===== src/hdl/blc_map.svh =====
// Register offsets, field positions, reset values and counts of the dark-level calibration block.
`ifndef BLC_MAP_SVH
`define BLC_MAP_SVH

// ----------------------------------------------------------------
// Register offsets (9-bit register address space)
// ----------------------------------------------------------------
`define REG_DARK_FILTER_CONFIG  9'h080
`define REG_LEVEL_CORR_CTRL     9'h081
`define REG_DARK_SHORTFALL      9'h088
`define REG_DARK_ROW_CONFIG     9'h0C5

// ----------------------------------------------------------------
// Field positions
// ----------------------------------------------------------------
`define FILT_DEPTH_LSB          8
`define FILT_DEPTH_MSB          10
`define CTRL_AUTO_BIT           0
`define CTRL_OFFSET_LSB         1
`define CTRL_OFFSET_MSB         9
`define CTRL_DEC_BIT            10
`define ROW_LINES_LSB           0
`define ROW_LINES_MSB           7
`define ROW_SKIP_BIT            8

// ----------------------------------------------------------------
// Reset values and counts
// ----------------------------------------------------------------
`define RST_DARK_FILTER_CONFIG  16'h0300
`define RST_LEVEL_CORR_CTRL     16'h0001
`define RST_DARK_ROW_CONFIG     16'h0104
`define GS_LINE_KERNELS         8'hA0

`endif


===== src/hdl/blc_pkg.sv =====
// Types shared by the dark-level calibration block.
package blc_pkg;
  typedef logic [8:0]  reg_addr_t;
  typedef logic [15:0] reg_word_t;
  typedef enum logic [1:0] {
    ST_IDLE  = 2'b00,
    ST_DARK  = 2'b01,
    ST_IMAGE = 2'b11
  } phase_t;
endpackage


===== src/hdl/blc_calib_if.sv =====
// Control bundle from the frame sequencer to the per-path dark accumulators.
`timescale 1ns/1ps
`default_nettype none
interface blc_calib_if;
  logic       clear;
  logic       take;
  logic       finish;
  logic [2:0] depth;
  modport ctrl (output clear, output take, output finish, output depth);
  modport acc  (input clear, input take, input finish, input depth);
endinterface
`default_nettype wire


===== src/hdl/blc_core.sv =====
// Frame sequencer, register file and pixel correction of the dark-level calibration block.
`timescale 1ns/1ps
`default_nettype none
`include "blc_map.svh"
module blc_core #(
  parameter int PIX_W   = 10,
  parameter int PATHS   = 8,
  parameter int DEPTH_W = 3,
  parameter int LINE_W  = 8
) (
  input  wire logic                   core_clk,
  input  wire logic                   reset,
  input  wire blc_pkg::reg_addr_t     reg_addr,
  input  wire blc_pkg::reg_word_t     reg_wdata,
  input  wire logic                   reg_wr,
  output blc_pkg::reg_word_t          reg_rd_data,
  input  wire logic                   frame_start,
  input  wire logic                   rolling_shutter,
  input  wire logic [LINE_W-1:0]      rs_line_kernels,
  input  wire logic                   in_valid,
  input  wire logic [PATHS*PIX_W-1:0] in_data,
  output logic                        dark_row_active,
  output logic                        out_valid,
  output logic                        out_dark,
  output logic [PATHS*PIX_W-1:0]      out_data
);
  import blc_pkg::*;

  blc_calib_if cal ();

  reg_word_t          dark_filter_config;
  reg_word_t          level_correction_ctrl;
  reg_word_t          dark_row_config;
  logic [PATHS-1:0]   dark_sample_shortfall_flags;
  phase_t             state;
  logic [7:0]         act_lines;
  logic               act_skip;
  logic [DEPTH_W-1:0] act_depth;
  logic               act_auto;
  logic [8:0]         act_offset;
  logic               act_dec;
  logic               act_rolling;
  logic [LINE_W-1:0]  act_line_len;
  logic [LINE_W-1:0]  kernel_cnt;
  logic [7:0]         line_cnt;
  logic               first_line;
  logic               line_end;
  logic               dark_end;
  logic               finish_q;
  logic               take;
  logic               in_dark;
  wire logic [PATHS*PIX_W-1:0] next_data;

  // ----------------------------------------------------------------
  // Register file
  // ----------------------------------------------------------------
  always_ff @(posedge core_clk) begin
    if (reset) begin
      dark_filter_config    <= `RST_DARK_FILTER_CONFIG;
      level_correction_ctrl <= `RST_LEVEL_CORR_CTRL;
      dark_row_config       <= `RST_DARK_ROW_CONFIG;
    end else if (reg_wr) begin
      case (reg_addr)
        `REG_DARK_FILTER_CONFIG: dark_filter_config    <= reg_wdata;
        `REG_LEVEL_CORR_CTRL:    level_correction_ctrl <= reg_wdata;
        `REG_DARK_ROW_CONFIG:    dark_row_config       <= reg_wdata;
        default: ;
      endcase
    end
  end

  // Unmapped addresses read as zero; the shortfall flags are read-only.
  always_ff @(posedge core_clk) begin
    if (reset) begin
      reg_rd_data <= 16'h0000;
    end else begin
      case (reg_addr)
        `REG_DARK_FILTER_CONFIG: reg_rd_data <= dark_filter_config;
        `REG_LEVEL_CORR_CTRL:    reg_rd_data <= level_correction_ctrl;
        `REG_DARK_ROW_CONFIG:    reg_rd_data <= dark_row_config;
        `REG_DARK_SHORTFALL:     reg_rd_data <= 16'(dark_sample_shortfall_flags);
        default:                 reg_rd_data <= 16'h0000;
      endcase
    end
  end

  // ----------------------------------------------------------------
  // Active settings, frozen for the whole frame
  // ----------------------------------------------------------------
  // Register writes land in the staging copies at any time; the datapath
  // only ever sees the snapshot taken at frame start, so a frame is never
  // processed with a half-updated configuration.
  always_ff @(posedge core_clk) begin
    if (reset) begin
      act_lines    <= 8'h01;
      act_skip     <= 1'b0;
      act_depth    <= '0;
      act_auto     <= 1'b0;
      act_offset   <= 9'h000;
      act_dec      <= 1'b0;
      act_rolling  <= 1'b0;
      act_line_len <= `GS_LINE_KERNELS;
    end else if (frame_start) begin
      act_lines    <= dark_row_config[`ROW_LINES_MSB:`ROW_LINES_LSB];
      act_skip     <= dark_row_config[`ROW_SKIP_BIT];
      act_depth    <= dark_filter_config[`FILT_DEPTH_MSB:`FILT_DEPTH_LSB];
      act_auto     <= level_correction_ctrl[`CTRL_AUTO_BIT];
      act_offset   <= level_correction_ctrl[`CTRL_OFFSET_MSB:`CTRL_OFFSET_LSB];
      act_dec      <= level_correction_ctrl[`CTRL_DEC_BIT];
      act_rolling  <= rolling_shutter;
      act_line_len <= rolling_shutter ? rs_line_kernels : `GS_LINE_KERNELS;
    end
  end

  // ----------------------------------------------------------------
  // Dark line sequencer
  // ----------------------------------------------------------------
  assign in_dark    = (state == ST_DARK);
  assign first_line = act_skip && (line_cnt == 8'h00);
  assign line_end   = in_dark && in_valid && (kernel_cnt == LINE_W'(act_line_len - 1'b1));
  assign dark_end   = line_end && (line_cnt == 8'(act_lines - 8'h01));

  always_ff @(posedge core_clk) begin
    if (reset) begin
      state           <= ST_IDLE;
      dark_row_active <= 1'b0;
    end else if (frame_start) begin
      state           <= ST_DARK;
      dark_row_active <= 1'b1;
    end else if (dark_end) begin
      state           <= ST_IMAGE;
      dark_row_active <= 1'b0;
    end
  end

  // One input beat carries one kernel: eight adjacent columns, one per path.
  always_ff @(posedge core_clk) begin
    if (reset || frame_start) begin
      kernel_cnt <= '0;
      line_cnt   <= 8'h00;
    end else if (line_end) begin
      kernel_cnt <= '0;
      line_cnt   <= 8'(line_cnt + 8'h01);
    end else if (in_dark && in_valid) begin
      kernel_cnt <= LINE_W'(kernel_cnt + 1'b1);
    end
  end

  // Only even kernels feed the statistics, halving the available samples.
  assign take = act_auto && in_dark && in_valid && !first_line && !kernel_cnt[0];

  always_ff @(posedge core_clk) begin
    if (reset) begin
      finish_q <= 1'b0;
    end else begin
      finish_q <= dark_end && act_auto;
    end
  end

  assign cal.clear  = frame_start;
  assign cal.take   = take;
  assign cal.finish = finish_q;
  assign cal.depth  = act_depth;

  // ----------------------------------------------------------------
  // Per-path filter and correction
  // ----------------------------------------------------------------
  for (genvar p = 0; p < PATHS; p++) begin : g_path
    logic [PIX_W-1:0] pix;
    logic [PIX_W-1:0] level;
    logic [PIX_W-1:0] amount;
    logic             sub;
    logic [PIX_W:0]   sum_ext;
    logic [PIX_W:0]   dif_ext;

    assign pix = in_data[p*PIX_W +: PIX_W];

    dark_accum #(
      .PIX_W   (PIX_W),
      .DEPTH_W (DEPTH_W)
    ) u_accum (
      .core_clk   (core_clk),
      .reset      (reset),
      .cal        (cal),
      .sample     (pix),
      .level      (level),
      .short_flag (dark_sample_shortfall_flags[p])
    );

    // Auto mode always subtracts its own level; the sign bit is ignored there.
    assign amount  = act_auto ? level : PIX_W'(act_offset);
    assign sub     = act_auto || act_dec;
    assign sum_ext = {1'b0, pix} + {1'b0, amount};
    assign dif_ext = {1'b0, pix} - {1'b0, amount};

    assign next_data[p*PIX_W +: PIX_W] =
      in_dark ? pix :
      sub ? (dif_ext[PIX_W] ? '0 : dif_ext[PIX_W-1:0]) :
      (sum_ext[PIX_W] ? {PIX_W{1'b1}} : sum_ext[PIX_W-1:0]);
  end

  always_ff @(posedge core_clk) begin
    if (reset) begin
      out_valid <= 1'b0;
      out_dark  <= 1'b0;
      out_data  <= '0;
    end else begin
      out_valid <= in_valid && !(in_dark && first_line);
      out_dark  <= in_dark;
      out_data  <= next_data;
    end
  end
endmodule
`default_nettype wire


===== src/hdl/dark_accum.sv =====
// Per-path dark sample accumulator and low-pass filter.
`timescale 1ns/1ps
`default_nettype none
`include "blc_map.svh"
module dark_accum #(
  parameter int PIX_W   = 10,
  parameter int DEPTH_W = 3
) (
  input  wire logic             core_clk,
  input  wire logic             reset,
  blc_calib_if.acc              cal,
  input  wire logic [PIX_W-1:0] sample,
  output logic      [PIX_W-1:0] level,
  output logic                  short_flag
);
  import blc_pkg::*;

  localparam int CNT_W = (1 << DEPTH_W);
  localparam int SUM_W = PIX_W + CNT_W;

  logic [SUM_W-1:0] sum;
  logic [CNT_W-1:0] count;
  logic [CNT_W-1:0] target;

  // ----------------------------------------------------------------
  // Accumulation
  // ----------------------------------------------------------------
  assign target = CNT_W'(1) << cal.depth;

  always_ff @(posedge core_clk) begin
    if (reset || cal.clear) begin
      sum   <= '0;
      count <= '0;
    end else if (cal.take && (count < target)) begin
      sum   <= SUM_W'(sum + SUM_W'(sample));
      count <= CNT_W'(count + 1'b1);
    end
  end

  // The mean is a plain shift, so only power-of-two depths are offered.
  always_ff @(posedge core_clk) begin
    if (reset) begin
      level      <= '0;
      short_flag <= 1'b0;
    end else if (cal.finish) begin
      level      <= PIX_W'(sum >> cal.depth);
      short_flag <= (count < target);
    end
  end
endmodule
`default_nettype wire


===== config.mk =====
export PLATFORM = sky130hd
export DESIGN_NAME = blc_core
export DESIGN_NICKNAME = d
export VERILOG_FILES = /design/src/hdl/blc_pkg.sv /design/src/hdl/blc_calib_if.sv /design/src/hdl/blc_core.sv /design/src/hdl/dark_accum.sv
export VERILOG_INCLUDE_DIRS = /design/src /design/src/hdl
export SDC_FILE = /design/constraint.sdc
export NUM_CORES = 2
export LEC_CHECK = 0
export ABC_AREA = 1
export BUFFER_PORTS_ARGS = -buffer_cell sky130_fd_sc_hd__buf_2
export CAP_MARGIN = 25
export CORE_AREA = 5 5 268 270
export DETAILED_ROUTE_END_ITERATION = 8
export DIE_AREA = 0 0 273 275
export HOLD_SLACK_MARGIN = 0.1
export PLACE_DENSITY = 0.74
export SYNTH_ARGS = -nofsm -noshare
export SYNTH_HDL_FRONTEND = slang
export SYNTH_SLANG_ARGS = --single-unit

===== constraint.sdc =====
create_clock -name core_clk -period 3.3 [get_ports core_clk]
set_clock_uncertainty 0.15 [all_clocks]
set_input_delay 0.33 -clock core_clk [delete_from_list [all_inputs] [get_ports core_clk]]
set_output_delay 0.33 -clock core_clk [all_outputs]
set_load 0.01 [all_outputs]

Word-level counts from Yosys, hierarchy flattened --
Index checks and enable logic that the tools add are counted.
Operators by class: add/subtract/negate cells 36, magnitude comparators 8, eq/ne operators 7, shifts and indexed selects 9, mux-type cells 46, reduce and logical (&&, ||, !) cells 31
Operators with widths (count):
- 10-bit two-way mux | 40
- 18-bit by 10-bit adder with 18-bit output | 8
- 18-bit by 3-bit right shift with 10-bit output | 8
- 10-bit by 10-bit adder with 11-bit output | 8
- 10-bit by 10-bit subtractor with 11-bit output | 8
- 8-bit by 1-bit adder with 8-bit output (second input constant) | 10
- 8-bit less-than comparator | 8
- 16-bit case mux with 4 select lines | 1
- 9-bit by 8-bit == test with 1-bit output (second input constant) | 4
- 1-bit logical AND | 19
- 8-bit == test | 2
- 8-bit by 1-bit subtractor with 8-bit output (second input constant) | 2
- 8-bit logical NOT | 1
- 8-bit two-way mux | 1
- 1-bit by 3-bit left shift with 8-bit output (first input constant) | 1
- 2-bit AND reduction | 3
- 1-bit two-way mux | 4
- 2-bit OR reduction | 2
- 1-bit logical NOT | 3
- 2-bit by 1-bit == test with 1-bit output (second input constant) | 1
- 1-bit logical OR | 2
- 2-bit nonzero test | 1
Word-level totals: register bits after elaboration 493, input port bits 119, output and inout port bits 99, word-level logic and storage cells 189

Longest topological paths before layout --
depth after elaboration 6, depth in mapped cells 18

By module --
From an unflattened synthesis, not the netlist that was laid out.
Second synthesis, totals: cells, all modules 6448, area total of the unflattened synthesis 40060.9 um2
By module, submodules not included:
- blc_core | times used 1, cells an instance 2857, area each 17923.4 um2, sequential area each 3943.8 um2
- dark_accum (g_path[1].u_accum ...) | times used 6, cells an instance 451, area each 2777.7 um2, sequential area each 720.7 um2
- dark_accum (g_path[0].u_accum) | times used 1, cells an instance 443, area each 2740.1 um2, sequential area each 720.7 um2
- dark_accum (g_path[7].u_accum) | times used 1, cells an instance 442, area each 2731.4 um2, sequential area each 720.7 um2

Least setup slack after synthesis --
OpenSTA, ideal clock, no wires.
kind reg2reg, from register act_auto, to register out_data[5], setup time 0.117 ns, arrival 2.745 ns, setup slack 0.288 ns, stages on the path, launching flop included 16, path buffers 4, cells stage by stage dfxtp_1 buf_2 clkbuf_1 clkbuf_1 a21oi_1 ha_1 clkbuf_1 inv_1 a21oi_1 o21ai_0 nand2_1 nand3_1 a21oi_1 nand2_1 nor2_1 nor2_1
Between the ends: longest elaborated chain between the ends 5
Ends and longest elaborated chain:
- start: declaration | line blc_core.sv:39 | logic act_auto;
- start signal: assignment | line blc_core.sv:107 | act_auto <= level_correction_ctrl[`CTRL_AUTO_BIT];
- 10-bit two-way mux | line blc_core.sv:191 | assign amount = act_auto ? level : PIX_W'(act_offset);
- 10-bit by 10-bit adder with 11-bit output / 10-bit by 10-bit subtractor with 11-bit output (equally long branches) | line blc_core.sv:193, blc_core.sv:194
- 10-bit two-way mux, on equally long branches | line blc_core.sv:199, blc_core.sv:198
- 10-bit two-way mux * | line blc_core.sv:198 | sub ? (dif_ext[PIX_W] ? '0 : dif_ext[PIX_W-1:0]) :
- 10-bit two-way mux * | line blc_core.sv:197 | in_dark ? pix :
- end signal: assignment | line blc_core.sv:210 | out_data <= next_data;
- end: declaration | line blc_core.sv:25 | output logic [PATHS*PIX_W-1:0] out_data
Mark *: on every way between the ends. The rest lies on a longest branch, timed or not. A chain may end at the register's enable or synchronous reset.

Worst setup path after layout --
from register act_auto, to register out_data[69]
Same word-level chain as after synthesis.

==> qor.txt <==
Status -> completed
Root Buffer -> clkbuf_16
Post-synth EDFFs -> 0
Post-route minimum period -> 3.07 ns
Largest net degree at the start of global routing -> 151
Initial DRC count -> 4,034
Latest clock arrival within the worst-skew pair -> 0.67 ns
Critical setup path kind -> flip-flop to flip-flop
FF+latch count, synth -> 485
CP arrival -> 3.48 ns
Row cnt -> 97
Initial Utilization -> 0.553
Post-Syn Area -> 38,400 um^2
Syn nets -> 6,651
Area delta synth->final -> 14.3%
Worst endpoint required time -> 3.71 ns
Full die area -> 75,100 um^2
Hold_ws -> 0.154 ns
Power consumption -> 15,400 uW
Reg area -> 9720 um^2
Most frequent cells in the layout -> nand2_1 (1,769), inv_1 (754), a21oi_1 (547)
Initial DRT Pass Iterations -> 6
Worst Hold Class -> input port to flip-flop
Critical Path Start Type -> flip-flop
Pwr/cell area -> 352 nW/um^2
Post-Syn Instances -> 6,183
PortBufs -> 217
GP Congestion -> 0.967
Clk buf depth -> 3
Final nets -> 6,909
Core area -> 69,300 um^2
CTS sink cnt -> 485
DP Worst Slack -> 0.238 ns
CTS tree -> done
Final wirelength -> 130,000 um
Die height -> 275 um
Vias per inst -> 5.58
Final antenna-violating net count -> 0
Achievable Freq -> 0.325 GHz
Async SR Flop Fraction -> 0
Met2 Usage GRT -> 0.538
Final period util -> 0.931
Library cells used by synthesis -> 48
Peak VDD IR -> 0.000401 V
GR Overflow Total -> 0
Gr busiest metal -> met2
Fillers -> 6,623
Placed Area -> 40,600 um^2
Syn_area_per_cell -> 6.20 um^2
M1 GR Usage -> 0.460
Worst slew margin -> 0.423
Commonest non-fill, non-tap cell in the layout -> nand2_1
Layout cells sized above 1 -> 0.0723
Met3 GRT Util -> 0.0591
Sequential area share after synthesis -> 0.253
Post-route cell area -> 43,800 um^2
Worst Setup End Kind -> flip-flop
Post-Route Setup TNS -> 0 ns
Worst setup slack after layout -> 0.227 ns
Wire length per cell -> 17.6 um
IO Pins -> 218
Post-CTS Setup Repair Bufs -> 0
Total CTS buffers -> 57
Final Max Slew Viols -> 0
Worst-Margin Slew -> 0.863 ns
Main flop type after synthesis -> dfxtp_1
Worst Path Max Fanout -> 13
Global Route Usage Sum -> 0.332
Area of the multi-input gates -> 24,900 um^2
DRC violations left -> 0
Clock Pin Slew Worst Setup and Hold Paths -> 0.06 ns
Antenna violations before repair -> 3
Unrepaired setup endpoints after global routing -> false
Static Leak -> 0.0218 uW
Global-route wire length before repair -> 205,000 um
Die X -> 273 um
Vias in the first global route -> 38.0k
Final setup fails -> 0
Final hold vios -> 0
Max-cap violations -> 0
H-tree Lvls -> 2
Synth warn -> 0
DP HPWL -> 97,000 um
DR vias -> 41.4k
==> metrics by stage <==
stage | util | instances
floorplan | - | 6183
global placement | 0.586 | 7206
detailed placement | 0.586 | 7207
CTS | 0.632 | 7427
global route | 0.633 | 7427
finish | 0.633 | 7431
==> area by class of cell <==
type | instances | share of cell area
multi-input cells | 4703 | 0.568
flip-flops and latches | 485 | 0.222
clock buffers | 78 | 0.0380
repair buffers | 425 | 0.0700
inverters | 769 | 0.0661
clock inverters | 27 | 0.00919
well taps | 940 | 0.0268
diodes | 4 | 0.000228
==> critical path, cell delays in order (launching register included) <==
cell and delay (ns):
dfxtp_4 0.45, inv_1 0.08, nand2_1 0.06, buf_4 0.28
nand2_1 0.22, ha_1 0.30, fa_1 0.41, inv_1 0.11
nand3_1 0.09, nand3_1 0.11, nand2_1 0.15, inv_1 0.20
a21oi_1 0.10, a21oi_1 0.27
==> state kept, by name, summed over array words and instances (netlist names), 9 cells and up <==
register	flops
g_path.u_accum.count	64
reg_rd_data	16
out_data	80
dark_row_config	16
g_path.u_accum.sum	136
dark_filter_config	16
g_path.u_accum.level	80
act_offset	9
level_correction_ctrl	16
==> cell families (layout without fill, tap and decap cells) <==
group / count (synthesis) / after routing / synth area share
AND/OR/NAND/NOR: 2954 / 2954 / 0.316
AO/OA/AOI/OAI: 1230 / 1230 / 0.174
buffers and inverters: 995 / 1299 / 0.0983
flip-flops: 485 / 485 / 0.253
adder cells (fa/ha/maj): 349 / 349 / 0.119
XOR/XNOR: 154 / 154 / 0.0352
multiplexers: 16 / 16 / 0.00418
other: 0 / 4 / 0
==> final timing paths <==
check	startpoint	slack [ns]	to	cells after the start
min reg2reg	dark_row_config[12]	0.31	dark_row_config[12]	2
min	in_data[68]	0.15	out_data[68]	4
max	act_auto	0.23	out_data[69]	13
max reg2reg	act_auto	0.23	out_data[69]	13
==> cells in the mapped netlist, types with 25 or more instances <==
cell type	number	area (um^2)
nand3_1	475	2380
nand2_1	1770	6640
ha_1	325	4070
or2_2	25	156
o211ai_1	43	323
nand4_1	72	450
nor2_1	529	1990
xor2_1	98	858
inv_1	756	2840
o21ai_0	462	2310
dfxtp_1	485	9710
xnor2_1	56	490
clkbuf_1	179	672
o22ai_1	42	263
buf_1	26	97.6
a21oi_1	548	2740
nor3_1	40	200
o21bai_1	34	255
==> report_power, final <==
group / switching, uW / internal [uW] / total [uW]
logic: 1630 / 791 / 2420
clock network: 2790 / 4170 / 6960
registers: 68.3 / 5970 / 6030
total: 4480 / 10900 / 15400
==> timing repair <==
action                     4_1_cts  5_1_grt
hold buffers                   115        0
gates resized for setup          0        1
hold endpoints to repair       160        0
setup endpoints to repair        0        2
==> per-layer routing <==
metal	wire length [um]	vias up
li1	-	20700
met4	3740	0
met1	58300	18900
met5	0	-
met3	11100	237
met2	57400	1641
Note: power is estimated with default switching activity, not from simulation.
